===== config.mk =====
export PLATFORM = sky130hd
export DESIGN_NAME = ccp_clock_ctrl
export DESIGN_NICKNAME = d
export VERILOG_FILES = /design/src/core/ccp_pkg.sv /design/src/core/ccp_clk_if.sv /design/src/core/ccp_synth.sv /design/src/core/ccp_core_div.sv /design/src/core/ccp_clock_ctrl.sv
export SDC_FILE = /design/constraint.sdc
export NUM_CORES = 1
export LEC_CHECK = 0
export BUFFER_PORTS_ARGS = -buffer_cell sky130_fd_sc_hd__clkbuf_2
export CELL_PAD_IN_SITES_DETAIL_PLACEMENT = 0
export CELL_PAD_IN_SITES_GLOBAL_PLACEMENT = 1
export CORE_MARGIN = 2
export CORE_UTILIZATION = 50
export CTS_CLUSTER_SIZE = 24
export DETAILED_ROUTE_END_ITERATION = 6
export GPL_TIMING_DRIVEN = 0
export MAX_ROUTING_LAYER = met4
export PLACE_DENSITY_LB_ADDON = 0.1
export SLEW_MARGIN = 20
export SYNTH_ARGS = -nofsm -noshare
export SYNTH_HDL_FRONTEND = slang
export SYNTH_SLANG_ARGS = --single-unit

===== constraint.sdc =====
create_clock -name clock -period 22.1 [get_ports clock]
set_clock_uncertainty 0.15 [all_clocks]
set_input_delay 3.315 -clock clock [delete_from_list [all_inputs] [get_ports clock]]
set_output_delay 3.315 -clock clock [all_outputs]
set_load 0.01 [all_outputs]

===== src/core/ccp_pkg.sv =====
// package: register map, field layout and reset values of the clock control
`default_nettype none
package ccp_pkg;
	localparam int ADDR_W = 32;
	localparam int DATA_W = 32;
	// register indices; byte address is four times the index
	localparam logic [29:0] IDX_CLK_SETUP = 30'h0000_4000;
	localparam logic [29:0] IDX_REG_LEVEL = 30'h0000_4001;
	localparam logic [29:0] IDX_SYNTH_LO  = 30'h0000_4002;
	localparam logic [29:0] IDX_SYNTH_HI  = 30'h0000_4003;
	// clocking_setup fields
	localparam int CS_CORE_EN  = 0;
	localparam int CS_MDIV_LO  = 1;
	localparam int CS_SRC_SEL  = 3;
	localparam int CS_CLOCK_OUTPUT_PIN_EN  = 4;
	localparam int CS_MFREQ_LO = 5;
	localparam logic [7:0] CS_RST   = 8'h00;
	localparam logic [7:0] CS_WMASK = 8'h7f;
	// core_regulator_level field, reset code 01 is 1.4 V
	localparam int RL_LEVEL_LO = 1;
	localparam logic [1:0] RL_RST = 2'h1;
	// synth_parameters fields
	localparam int SP_EN     = 0;
	localparam int SP_LOCK   = 1;
	localparam int SP_TYPE   = 8;
	localparam int SP_XDIV   = 9;
	localparam int SP_INT    = 11;
	localparam int SP_NUM_LO = 16;
	localparam int SP_NUM_HI = 24;
	localparam int SP_DEN_LO = 32;
	localparam int SP_DEN_HI = 40;
	localparam logic [47:0] SP_RST   = 48'h0753_0287_1901;
	localparam logic [47:0] SP_WMASK = 48'hffff_ffff_7f01;
	// lock accepts reference periods that differ by at most this many cycles
	localparam logic [15:0] LOCK_TOL = 16'h0001;

	// divide ratio 1..4 from a two-bit code
	function automatic logic [2:0] ccp_div_of(input logic [1:0] code);
		return {1'b0, code} + 3'h1;
	endfunction
endpackage
`default_nettype wire


===== src/core/ccp_clk_if.sv =====
// interface: signals between control top, PLL model and core divider
`default_nettype none
interface ccp_clk_if;
	logic        mclk_tick;
	logic        pll_en;
	logic        pll_frac;
	logic [3:0]  int_r;
	logic [1:0]  in_div;
	logic [15:0] den_m;
	logic [15:0] num_n;
	logic        param_load;
	logic        pll_tick;
	logic        pll_locked;
	logic        src_sel;
	logic [1:0]  mclk_div;
	logic        core_en;
	logic        clock_output_pin_en;
	logic [1:0]  clock_output_pin_freq;
	logic        core_tick;
	logic        clock_output_pin_pulse;
	modport top (output mclk_tick, pll_en, pll_frac, int_r, in_div, den_m,
		num_n, param_load, src_sel, mclk_div, core_en, clock_output_pin_en, clock_output_pin_freq,
		input pll_tick, pll_locked, core_tick, clock_output_pin_pulse);
	modport pll (input mclk_tick, pll_en, pll_frac, int_r, in_div, den_m,
		num_n, param_load, output pll_tick, pll_locked);
	modport div (input mclk_tick, pll_tick, src_sel, mclk_div, core_en,
		clock_output_pin_en, clock_output_pin_freq, output core_tick, clock_output_pin_pulse);
endinterface
`default_nettype wire


===== src/core/ccp_synth.sv =====
// module: fractional/integer-N synthesiser model with sticky lock
`default_nettype none
module ccp_synth
	import ccp_pkg::*;
(
	input  wire logic clock,
	input  wire logic sys_rst,
	ccp_clk_if.pll    io
);
	typedef struct packed {
		logic [1:0]  xcnt;
		logic [15:0] ref_cnt;
		logic [15:0] period;
		logic [15:0] prev;
		logic [32:0] acc;
		logic        locked;
		logic        tick;
	} ccp_syn_s;

	ccp_syn_s    st_ff;
	ccp_syn_s    nxt_st;
	logic [15:0] m_eff;
	logic [15:0] n_eff;
	logic [19:0] step;
	logic [31:0] thr;
	logic [32:0] sum;
	logic [15:0] diff;

	assign io.pll_tick   = st_ff.tick;
	assign io.pll_locked = st_ff.locked;

	// reference measurement, lock and ratio accumulator
	always_comb begin
		nxt_st = st_ff;
		nxt_st.tick = 1'b0;
		m_eff = (io.pll_frac && io.den_m != 16'h0000) ? io.den_m : 16'h0001;
		n_eff = (io.pll_frac && io.den_m != 16'h0000) ? io.num_n : 16'h0000;
		step = 20'(io.int_r) * 20'(m_eff) + 20'(n_eff);
		thr = 32'(st_ff.period) * 32'(m_eff);
		sum = st_ff.acc + 33'(step);
		diff = (st_ff.period > st_ff.prev) ? st_ff.period - st_ff.prev
			: st_ff.prev - st_ff.period;
		if (st_ff.ref_cnt != 16'hffff)
			nxt_st.ref_cnt = st_ff.ref_cnt + 16'h0001;
		if (io.mclk_tick) begin
			// input divider X before the loop
			if (3'(st_ff.xcnt) == ccp_div_of(io.in_div) - 3'h1) begin
				nxt_st.xcnt = 2'h0;
				nxt_st.ref_cnt = 16'h0001;
				nxt_st.period = st_ff.ref_cnt;
				nxt_st.prev = st_ff.period;
				if (st_ff.period != 16'h0000 && diff <= LOCK_TOL)
					nxt_st.locked = 1'b1; // sticky
			end else begin
				nxt_st.xcnt = st_ff.xcnt + 2'h1;
			end
		end
		if (st_ff.period != 16'h0000) begin
			if (sum >= 33'(thr)) begin
				nxt_st.acc = sum - 33'(thr);
				nxt_st.tick = 1'b1;
			end else begin
				nxt_st.acc = sum;
			end
		end
		// disabled or freshly loaded ratio restarts the loop
		if (!io.pll_en || io.param_load)
			nxt_st = '0;
	end

	// state register
	always_ff @(posedge clock or posedge sys_rst) begin
		if (sys_rst)
			st_ff <= '0;
		else
			st_ff <= nxt_st;
	end
endmodule // ccp_synth
`default_nettype wire


===== src/core/ccp_core_div.sv =====
// module: glitch-free core clock divider and clock-out rate divider
`default_nettype none
module ccp_core_div
	import ccp_pkg::*;
(
	input  wire logic clock,
	input  wire logic sys_rst,
	ccp_clk_if.div    io
);
	typedef struct packed {
		logic [1:0] cnt;
		logic [1:0] div_cur;
		logic       src_cur;
		logic [2:0] clock_output_pin_cnt;
		logic       core_tick;
		logic       clock_output_pin_pulse;
	} ccp_div_s;

	ccp_div_s   st_ff;
	ccp_div_s   nxt_st;
	logic       src;
	logic [3:0] mlim;

	assign io.core_tick  = st_ff.core_tick;
	assign io.clock_output_pin_pulse = st_ff.clock_output_pin_pulse;

	// divide the chosen source to 256 fs and then to the clock-out rate
	always_comb begin
		nxt_st = st_ff;
		nxt_st.core_tick = 1'b0;
		nxt_st.clock_output_pin_pulse = 1'b0;
		src = st_ff.src_cur ? io.pll_tick : io.mclk_tick;
		mlim = 4'h8 >> io.clock_output_pin_freq;
		if (!io.core_en) begin
			// gate stopped: settings load freely
			nxt_st.cnt = 2'h0;
			nxt_st.clock_output_pin_cnt = 3'h0;
			nxt_st.src_cur = io.src_sel;
			nxt_st.div_cur = io.mclk_div;
		end else if (src) begin
			if (3'(st_ff.cnt) == ccp_div_of(st_ff.div_cur) - 3'h1) begin
				nxt_st.cnt = 2'h0;
				nxt_st.core_tick = 1'b1;
				// new settings only at a period boundary
				nxt_st.src_cur = io.src_sel;
				nxt_st.div_cur = io.mclk_div;
				if (!io.clock_output_pin_en) begin
					nxt_st.clock_output_pin_cnt = 3'h0;
				end else if (4'(st_ff.clock_output_pin_cnt) == mlim - 4'h1) begin
					nxt_st.clock_output_pin_cnt = 3'h0;
					nxt_st.clock_output_pin_pulse = 1'b1;
				end else begin
					nxt_st.clock_output_pin_cnt = st_ff.clock_output_pin_cnt + 3'h1;
				end
			end else begin
				nxt_st.cnt = st_ff.cnt + 2'h1;
			end
		end
	end

	// state register
	always_ff @(posedge clock or posedge sys_rst) begin
		if (sys_rst)
			st_ff <= '0;
		else
			st_ff <= nxt_st;
	end
endmodule // ccp_core_div
`default_nettype wire


===== src/core/ccp_clock_ctrl.sv =====
// module: APB register file and top of the codec clock control
`default_nettype none
module ccp_clock_ctrl
	import ccp_pkg::*;
(
	input  wire logic              clock,
	input  wire logic              sys_rst,
	input  wire logic              psel,
	input  wire logic              penable,
	input  wire logic              pwrite,
	input  wire logic [ADDR_W-1:0] paddr,
	input  wire logic [DATA_W-1:0] pwdata,
	output logic      [DATA_W-1:0] prdata,
	output logic                   pready,
	output logic                   pslverr,
	input  wire logic              master_clock_input_pin,
	output logic                   clock_output_pin,
	output logic                   core_clock_tick,
	output logic      [1:0]        core_supply_output,
	output logic                   pll_locked
);
	typedef struct packed {
		logic        sync1;
		logic        sync2;
		logic        sync3;
		logic [7:0]  setup;
		logic [1:0]  level;
		logic [47:0] synth;
		logic [15:0] stage_hi;
		logic        load;
		logic [31:0] rdata;
	} ccp_top_s;

	ccp_top_s  st_ff;
	ccp_top_s  nxt_st;
	ccp_clk_if cif ();
	logic      hit;
	logic      wr;
	logic      setup_ph;

	// true when the byte address is word aligned and its word address is one of the mapped registers
	function automatic logic ccp_mapped(input logic [ADDR_W-1:0] a);
		return a[1:0] == 2'h0 && (a[31:2] == IDX_CLK_SETUP
			|| a[31:2] == IDX_REG_LEVEL || a[31:2] == IDX_SYNTH_LO
			|| a[31:2] == IDX_SYNTH_HI);
	endfunction

	// apb handshake: zero wait states, error on unmapped words
	assign hit      = ccp_mapped(paddr);
	assign setup_ph = psel && !penable;
	assign wr       = psel && penable && pwrite && hit;
	assign pready   = 1'b1;
	assign pslverr  = psel && penable && !hit;
	assign prdata   = st_ff.rdata;

	// register outputs toward pins
	assign clock_output_pin   = cif.clock_output_pin_pulse;
	assign core_clock_tick    = cif.core_tick;
	assign core_supply_output = st_ff.level;
	assign pll_locked         = cif.pll_locked;

	// fields toward the synthesiser, M and N joined from their bytes
	assign cif.mclk_tick  = st_ff.sync2 && !st_ff.sync3;
	assign cif.pll_en     = st_ff.synth[SP_EN];
	assign cif.pll_frac   = st_ff.synth[SP_TYPE];
	assign cif.int_r      = st_ff.synth[SP_INT+:4];
	assign cif.in_div     = st_ff.synth[SP_XDIV+:2];
	assign cif.den_m      = {st_ff.synth[SP_DEN_HI+:8],
		st_ff.synth[SP_DEN_LO+:8]};
	assign cif.num_n      = {st_ff.synth[SP_NUM_HI+:8],
		st_ff.synth[SP_NUM_LO+:8]};
	assign cif.param_load = st_ff.load;

	// fields toward the core divider
	assign cif.src_sel   = st_ff.setup[CS_SRC_SEL];
	assign cif.mclk_div  = st_ff.setup[CS_MDIV_LO+:2];
	assign cif.core_en   = st_ff.setup[CS_CORE_EN];
	assign cif.clock_output_pin_en   = st_ff.setup[CS_CLOCK_OUTPUT_PIN_EN];
	assign cif.clock_output_pin_freq = st_ff.setup[CS_MFREQ_LO+:2];

	// pll ratio model
	ccp_synth u_synth (
		.clock   (clock),
		.sys_rst (sys_rst),
		.io      (cif.pll)
	);

	// core clock and clock-out dividers
	ccp_core_div u_div (
		.clock   (clock),
		.sys_rst (sys_rst),
		.io      (cif.div)
	);

	// pin synchroniser, register writes and read data
	always_comb begin
		nxt_st = st_ff;
		nxt_st.sync1 = master_clock_input_pin;
		nxt_st.sync2 = st_ff.sync1;
		nxt_st.sync3 = st_ff.sync2;
		nxt_st.load = 1'b0;
		if (wr) begin
			case (paddr[31:2])
				IDX_CLK_SETUP: nxt_st.setup = pwdata[7:0] & CS_WMASK;
				IDX_REG_LEVEL: nxt_st.level = pwdata[RL_LEVEL_LO+:2];
				IDX_SYNTH_HI: nxt_st.stage_hi = pwdata[15:0];
				IDX_SYNTH_LO: begin
					// last word of the burst commits all six bytes
					nxt_st.synth = {st_ff.stage_hi, pwdata} & SP_WMASK;
					nxt_st.load = 1'b1;
				end
				default: nxt_st.setup = st_ff.setup;
			endcase
		end
		if (setup_ph) begin
			case (paddr[31:2])
				IDX_CLK_SETUP: nxt_st.rdata = {24'h00_0000, st_ff.setup};
				IDX_REG_LEVEL:
					nxt_st.rdata = {29'h0, st_ff.level, 1'b0};
				IDX_SYNTH_LO: begin
					nxt_st.rdata = st_ff.synth[31:0];
					nxt_st.rdata[SP_LOCK] = cif.pll_locked;
				end
				IDX_SYNTH_HI: nxt_st.rdata = {16'h0000, st_ff.synth[47:32]};
				default: nxt_st.rdata = 32'h0000_0000;
			endcase
			if (paddr[1:0] != 2'h0)
				nxt_st.rdata = 32'h0000_0000;
		end
	end

	// state register
	always_ff @(posedge clock or posedge sys_rst) begin
		if (sys_rst) begin
			st_ff <= '0;
			st_ff.setup <= CS_RST;
			st_ff.level <= RL_RST;
			st_ff.synth <= SP_RST;
			st_ff.stage_hi <= SP_RST[47:32];
		end else begin
			st_ff <= nxt_st;
		end
	end
endmodule // ccp_clock_ctrl
`default_nettype wire


==> reports/metrics.yaml, run 1 <==
logic_synthesis:
  syn_area_mm2: 0.02445
  syn_nets: 3457
  yosysWarnings: 0
  async_reset_ff_share_pct: 100.0
  synth_edf_count: 0
  synth_cell_type_count: 76
  avgSynthCellArea_um2: 8.358
  synth_seq_cells: 196
  synth_cells: 2925
  synthFlopType: "dfrtp_1"
  synth_seq_area_share_pct: 20.18
global_route:
  antenna_found_initial: 1
  grt_use_total_pct: 32.34
  grt_pass1_vias: 20990
  grt_max_degree: 100
  grt_overflow: 0
  grt_pass1_wl_um: 121000
detailed_routing:
  drtIter0Drc: 1623
  drt-wirelength-per-cell_um: 20.83
  drc: 0
  via_per_inst: 5.683
  via_count: 20950
  dr.pass1.iters: 5
  drt_wl_total_um: 76810
  ant_nets: 0
final_layout:
  layout_common_cells: "472 x nand2_1, 387 x inv_1, 241 x fa_1"
  seq_area_mm2: 0.004935
  final_util_pct: 54.34
  finalInstanceArea_mm2: 0.02643
  final_nets: 3583
  drive_gt1_share_pct: 8.061
  multi_input_area_mm2: 0.01718
  syn_to_final_growth_pct: 8.117
  layout_commonest_cell: "nand2_1"
  n_fill_cell: 4602
worst_setup_path:
  max_stage_delay_ns: 0.72
  crit_arrival_ns: 12.05
  cpMostUsedCell: "fa_1"
  rr_startpoint: "cif.den_m[11]"
  r2r_slack_ns: 10.31
  rr_worst_depth: 38
  critPathKind: "reg2reg"
  start_kind: "register"
  worst-path-max-fanout: 10
  setup.worst_path.end_class: "register"
  cp.required_ns: 22.36
  rr_endpoint: "u_synth.st_ff[5]"
  crit_slowest_cell: "dfrtp_1"
placed_design:
  place.gp.congestion: 0.9551
  place_area_mm2: 0.02582
  hpwl_um: 61240
  io_buffer_count: 105
clock_tree:
  clock_latency_ns: 0.51
  cts-htree-levels: 4
  clk_pin_slew_ns: 0.08
  cts.sink_count: 196
  cts_tree: "built"
  cts_hold_buf: 0
  cts-buffers-inserted: 17
  cts_root_buf: "clkbuf_16"
  post_cts_resized: 0
  cts_buffer_depth: 2
  postCtsSetupBuffers: 0
floorplanning:
  ios: 109
  fp.dieH_um: 225.1
  core_mm2: 0.04865
  start_util_pct: 50.26
  num_rows: 81
  fp.dieW_um: 225.1
  die_area_mm2: 0.05068
run_status:
  status: "completed"
power_and_ir_drop:
  peakVddDrop_mv: 0.05314
  pwr_density_cell_mw_per_mm2: 26.95
  p_int_mw: 0.5285
  switching_share_pct: 25.81
  p_switching_mw: 0.1838
  seqPwrFrac_pct: 50.4
  p_comb_share_pct: 2.8
  power_frac_clock_pct: 46.9
  p_leak_nw: 13.66
sta:
  tightest_slew_ns: 1.073
  fmax_mhz: 84.80
  relSlewSlack_pct: 26.61
  setup_viol: 0
  grt_setup_unrepaired: "no"
  period_minus_slack_ns: 11.79
  hold_violations: 0
  min_period_over_period_pct: 53.36
  maxSlewViolCount: 0
  fin_setup_tns_ns: 0
worst_hold_path:
  hold_path_startpoint: "nxt_st[108]"
  worstHoldPathCells: 0
  hold_class: "reg2reg"
  hold-path-endpoint: "nxt_st[107]"
run:
  maxCapViolCount: 0
-- critical path, delay by kind of cell, from the launching register on --
| kind | cells | cell delay, ns |
|---|---|---|
| mux | 1 | 0.16 |
| compound gates | 11 | 3.06 |
| buf+inv | 10 | 2.28 |
| flops | 1 | 0.72 |
| simple gates | 8 | 1.56 |
| fa+ha+maj | 8 | 3.73 |
-- area by class of cell --
| class | count | area share (%) |
|---|---|---|
| Inverter | 389 | 5.552 |
| Timing Repair Buffer | 107 | 2.196 |
| Antenna cell | 1 | 0.009467 |
| Clock inverter | 14 | 0.6911 |
| Clock buffer | 18 | 1.624 |
| Buffer | 198 | 3.323 |
| Multi-Input combinational cell | 2142 | 64.99 |
| Tap cell | 622 | 2.944 |
| Sequential cell | 196 | 18.67 |
-- stage by stage --
step	setup slack [ns]	hold WS, ns	instances	power [mW]
floorplan	12.69	0.1812	2925	0.3741
global placement	10.65	0.1955	3652	0.3843
detailed placement	10.59	0.1964	3654	0.3859
CTS	10.53	0.2157	3686	0.7182
global route	9.693	0.2195	3687	0.7329
finish	10.31	0.2091	3687	0.7123
-- power groups by stage --
| stage | Clock, mW | Sequential [mW] | Combinational [mW] |
|---|---|---|---|
| finish | 0.334 | 0.359 | 0.0196 |
| detailed placement | 0 | 0.366 | 0.0201 |
| floorplan | 0 | 0.366 | 0.00820 |
| CTS | 0.339 | 0.359 | 0.0202 |
| global placement | 0 | 0.366 | 0.0184 |
| global route | 0.352 | 0.359 | 0.0221 |
-- Yosys cell counts, types with 24 or more instances --
library cell	n	area, um^2
nor2_1	116	435.4
nand2_1	472	1772
dfrtp_1	172	4304
o21ai_0	100	500.5
ha_1	221	2765
dfstp_2	24	630.6
nand3_1	53	265.3
mux2_2	29	326.6
and2_1	29	181.4
and3_1	195	1220
buf_4	35	262.8
fa_1	241	4825
clkbuf_1	158	593.1
a21o_1	43	322.8
nor3_1	27	135.1
inv_1	388	1456
xor2_1	48	420.4
a21oi_1	164	820.8
xnor2_1	72	630.6
-- flip-flops by register name, summed over array words and instances, names as in the netlist, 2 cells and up --
register                   count
cif.clock_output_pin_freq      2
cif.den_m                     16
u_div.st_ff                    8
cif.int_r                      4
cif.in_div                     2
core_supply_output             2
prdata                        32
cif.mclk_div                   2
nxt_st                         2
u_synth.st_ff                 83
st_ff                         17
cif.num_n                     16
-- per-layer routing --
metal | GRT usage [%] | up-vias | routed length [um]
met3 | 5.046 | 136 | 4494
li1 | - | 9918 | -
met5 | - | - | 0
met2 | 50.08 | 705 | 35380
met1 | 42.63 | 10190 | 33930
met4 | 12.99 | 0 | 3007
-- cell families (layout without fill, tap and decap cells) --
group | after synthesis | in the layout | share of synthesized area, %
AOI/OAI and AO/OA | 497 | 497 | 13.06
xor gates and xnor gates | 120 | 120 | 4.299
adders and majority gates | 462 | 462 | 31.04
buffers and inverters | 587 | 726 | 9.565
DFF | 196 | 196 | 20.18
muxes | 41 | 41 | 1.878
other | 1 | 2 | 0.01534
and+or+nand+nor | 1021 | 1021 | 19.95
-- worst max-delay path by stage --
stage,startpoint,end
3_3_place_gp,cif.den_m[9],u_synth.st_ff[5]
2_1_floorplan,cif.den_m[4],u_synth.st_ff[29]
3_5_place_dp,cif.den_m[9],u_synth.st_ff[6]
4_1_cts,cif.den_m[11],u_synth.st_ff[5]
5_1_grt,cif.den_m[11],u_synth.st_ff[6]
6_report,cif.den_m[11],u_synth.st_ff[5]
Power figures use the tool's default switching activity.
==> run 2: changes to the inputs <==
- CORE_UTILIZATION: 50 -> 49
- clock period: 22.1 -> 12.3 ns (I/O delays scaled with it)
==> reports/metrics.yaml, run 2 (synthesis results as in run 1) <==
run_status:
  status: "completed"
global_route:
  grt_pass1_vias: 21240
  grt_max_degree: 80
  grt_pass1_wl_um: 121700
  grt_overflow: 0
  grt_use_total_pct: 32.08
  antenna_found_initial: 0
detailed_routing:
  drc: 0
  drt-wirelength-per-cell_um: 20.70
  ant_nets: 0
  via_per_inst: 5.701
  drt_wl_total_um: 77190
  dr.pass1.iters: 7
  via_count: 21260
  drtIter0Drc: 1563
sta:
  tightest_slew_ns: 1.108
  hold_violations: 0
  fmax_mhz: 86.16
  period_minus_slack_ns: 11.61
  grt_setup_unrepaired: "no"
  setup_viol: 0
  relSlewSlack_pct: 26.11
  whs_ns: 0.2096
  fin_setup_tns_ns: 0
  maxSlewViolCount: 0
  min_period_over_period_pct: 94.36
clock_tree:
  cts-htree-levels: 4
  clk_pin_slew_ns: 0.09
  cts_root_buf: "clkbuf_16"
  clock_latency_ns: 0.50
  cts-buffers-inserted: 17
  cts_buffer_depth: 2
  cts_hold_buf: 0
  cts_tree: "built"
  cts.sink_count: 196
worst_hold_path:
  hold_class: "reg2reg"
worst_setup_path:
  critPathKind: "reg2reg"
  crit_family: "adder cells"
  crit_cells: 38
  path_buf_inv: 10
  rr_worst_depth: 38
  startpoint: "cif.den_m[11]"
  cp.required_ns: 12.56
  cpMostUsedCell: "fa_1"
  setup.worst_path.end_class: "register"
  rr_endpoint: "u_synth.st_ff[8]"
  rr_startpoint: "cif.den_m[11]"
  worst-path-max-fanout: 10
  start_kind: "register"
  max_stage_delay_ns: 0.71
  crit_arrival_ns: 11.87
  r2r_slack_ns: 0.69
  crit_slowest_cell: "dfrtp_1"
  crit_end: "u_synth.st_ff[8]"
power_and_ir_drop:
  p_leak_nw: 13.67
  finalPower_mw: 1.299
  peakVddDrop_mv: 0.07384
  pwr_density_cell_mw_per_mm2: 48.99
floorplanning:
  fp.dieH_um: 227.4
  fp.dieW_um: 227.4
  core_mm2: 0.04905
  ios: 109
  die_area_mm2: 0.05170
  num_rows: 81
  start_util_pct: 49.84
final_layout:
  drive_gt1_share_pct: 8.157
  final_util_pct: 54.04
  largest_register_ffs: 83
  diodes: 0
  layout_commonest_cell: "nand2_1"
  top_register: "u_synth.st_ff"
  syn_to_final_growth_pct: 8.429
  layout_common_cells: "472 x nand2_1, 387 x inv_1, 241 x fa_1"
  final_cells: 3729
  final_nets: 3584
placed_design:
  placedCellCount: 3696
  io_buffer_count: 105
  hpwl_um: 61520
  place.gp.congestion: 0.9923
run:
  maxCapViolCount: 0
[run 2: changes by cell type in the layout (fill, tap and decap cells not counted)]
cell,delta
clkbuf_8,+1
clkinv_8,+1
clkbuf_1,-1
inv_6,+1
buf_1,-1
clkbuf_2,+2
buf_6,+1
clkinv_4,-3
diode_2,-1
[run 2: area by class of cell]
| type | count | area, um^2 |
|---|---|---|
| plain buffers | 198 | 880.8 |
| clock inverters | 13 | 181.4 |
| well taps | 664 | 830.8 |
| inverters | 389 | 1468 |
| multi-input cells | 2142 | 17180 |
| fillers | 4777 | 22540 |
| clock buffers | 19 | 442.9 |
| flip-flops and latches | 196 | 4935 |
| repair buffers | 108 | 591.8 |
[run 2: routing by layer]
layer,GRT usage [%],up-vias,routed length [um]
met5,-,-,0
li1,-,9929,-
met4,11.41,0,2718
met1,41.75,10490,33850
met2,50.27,704,36010
met3,5.885,142,4612
[run 2: worst reg2reg max path, delay by kind of cell, from the launching register on]
family | cells | cell delay [ns]
muxes | 1 | 0.15
adders and majority gates | 8 | 3.80
AOI/OAI and AO/OA | 12 | 3.39
buffers and inverters | 10 | 2.15
and+or+nand+nor | 7 | 1.15
DFF | 1 | 0.71
[run 2: power by group]
group | leakage, nW | internal (mW) | switching [mW]
sequential | 2.64 | 0.645 | 0.000148
clock | 0.300 | 0.301 | 0.318
combinational | 10.7 | 0.0117 | 0.0237
[run 2: worst min path at each step]
stage | from | endpoint | slack (ns) | cells past startpoint
finish | nxt_st[108] | nxt_st[107] | 0.21 | 0
global route | nxt_st[108] | nxt_st[107] | 0.24 | 0
CTS | nxt_st[108] | nxt_st[107] | 0.21 | 0
detailed placement | nxt_st[108] | nxt_st[107] | 0.19 | 0
global placement | nxt_st[108] | nxt_st[107] | 0.20 | 0
floorplan | nxt_st[108] | nxt_st[107] | 0.18 | 0
[run 2: stage by stage]
stage / instance area, um^2 / setup WS, ns
6_report: 26510 / 0.6933
3_3_place_gp: 25800 / 0.8640
2_1_floorplan: 24450 / 2.895
4_1_cts: 26490 / 0.6615
3_5_place_dp: 25870 / 0.7226
5_1_grt: 26510 / 0.04583
[run 2: what timing repair did]
action                     4_1_cts  5_1_grt
setup endpoints to repair        0       23
buffers inserted                 0        0
gates resized for setup          0        4
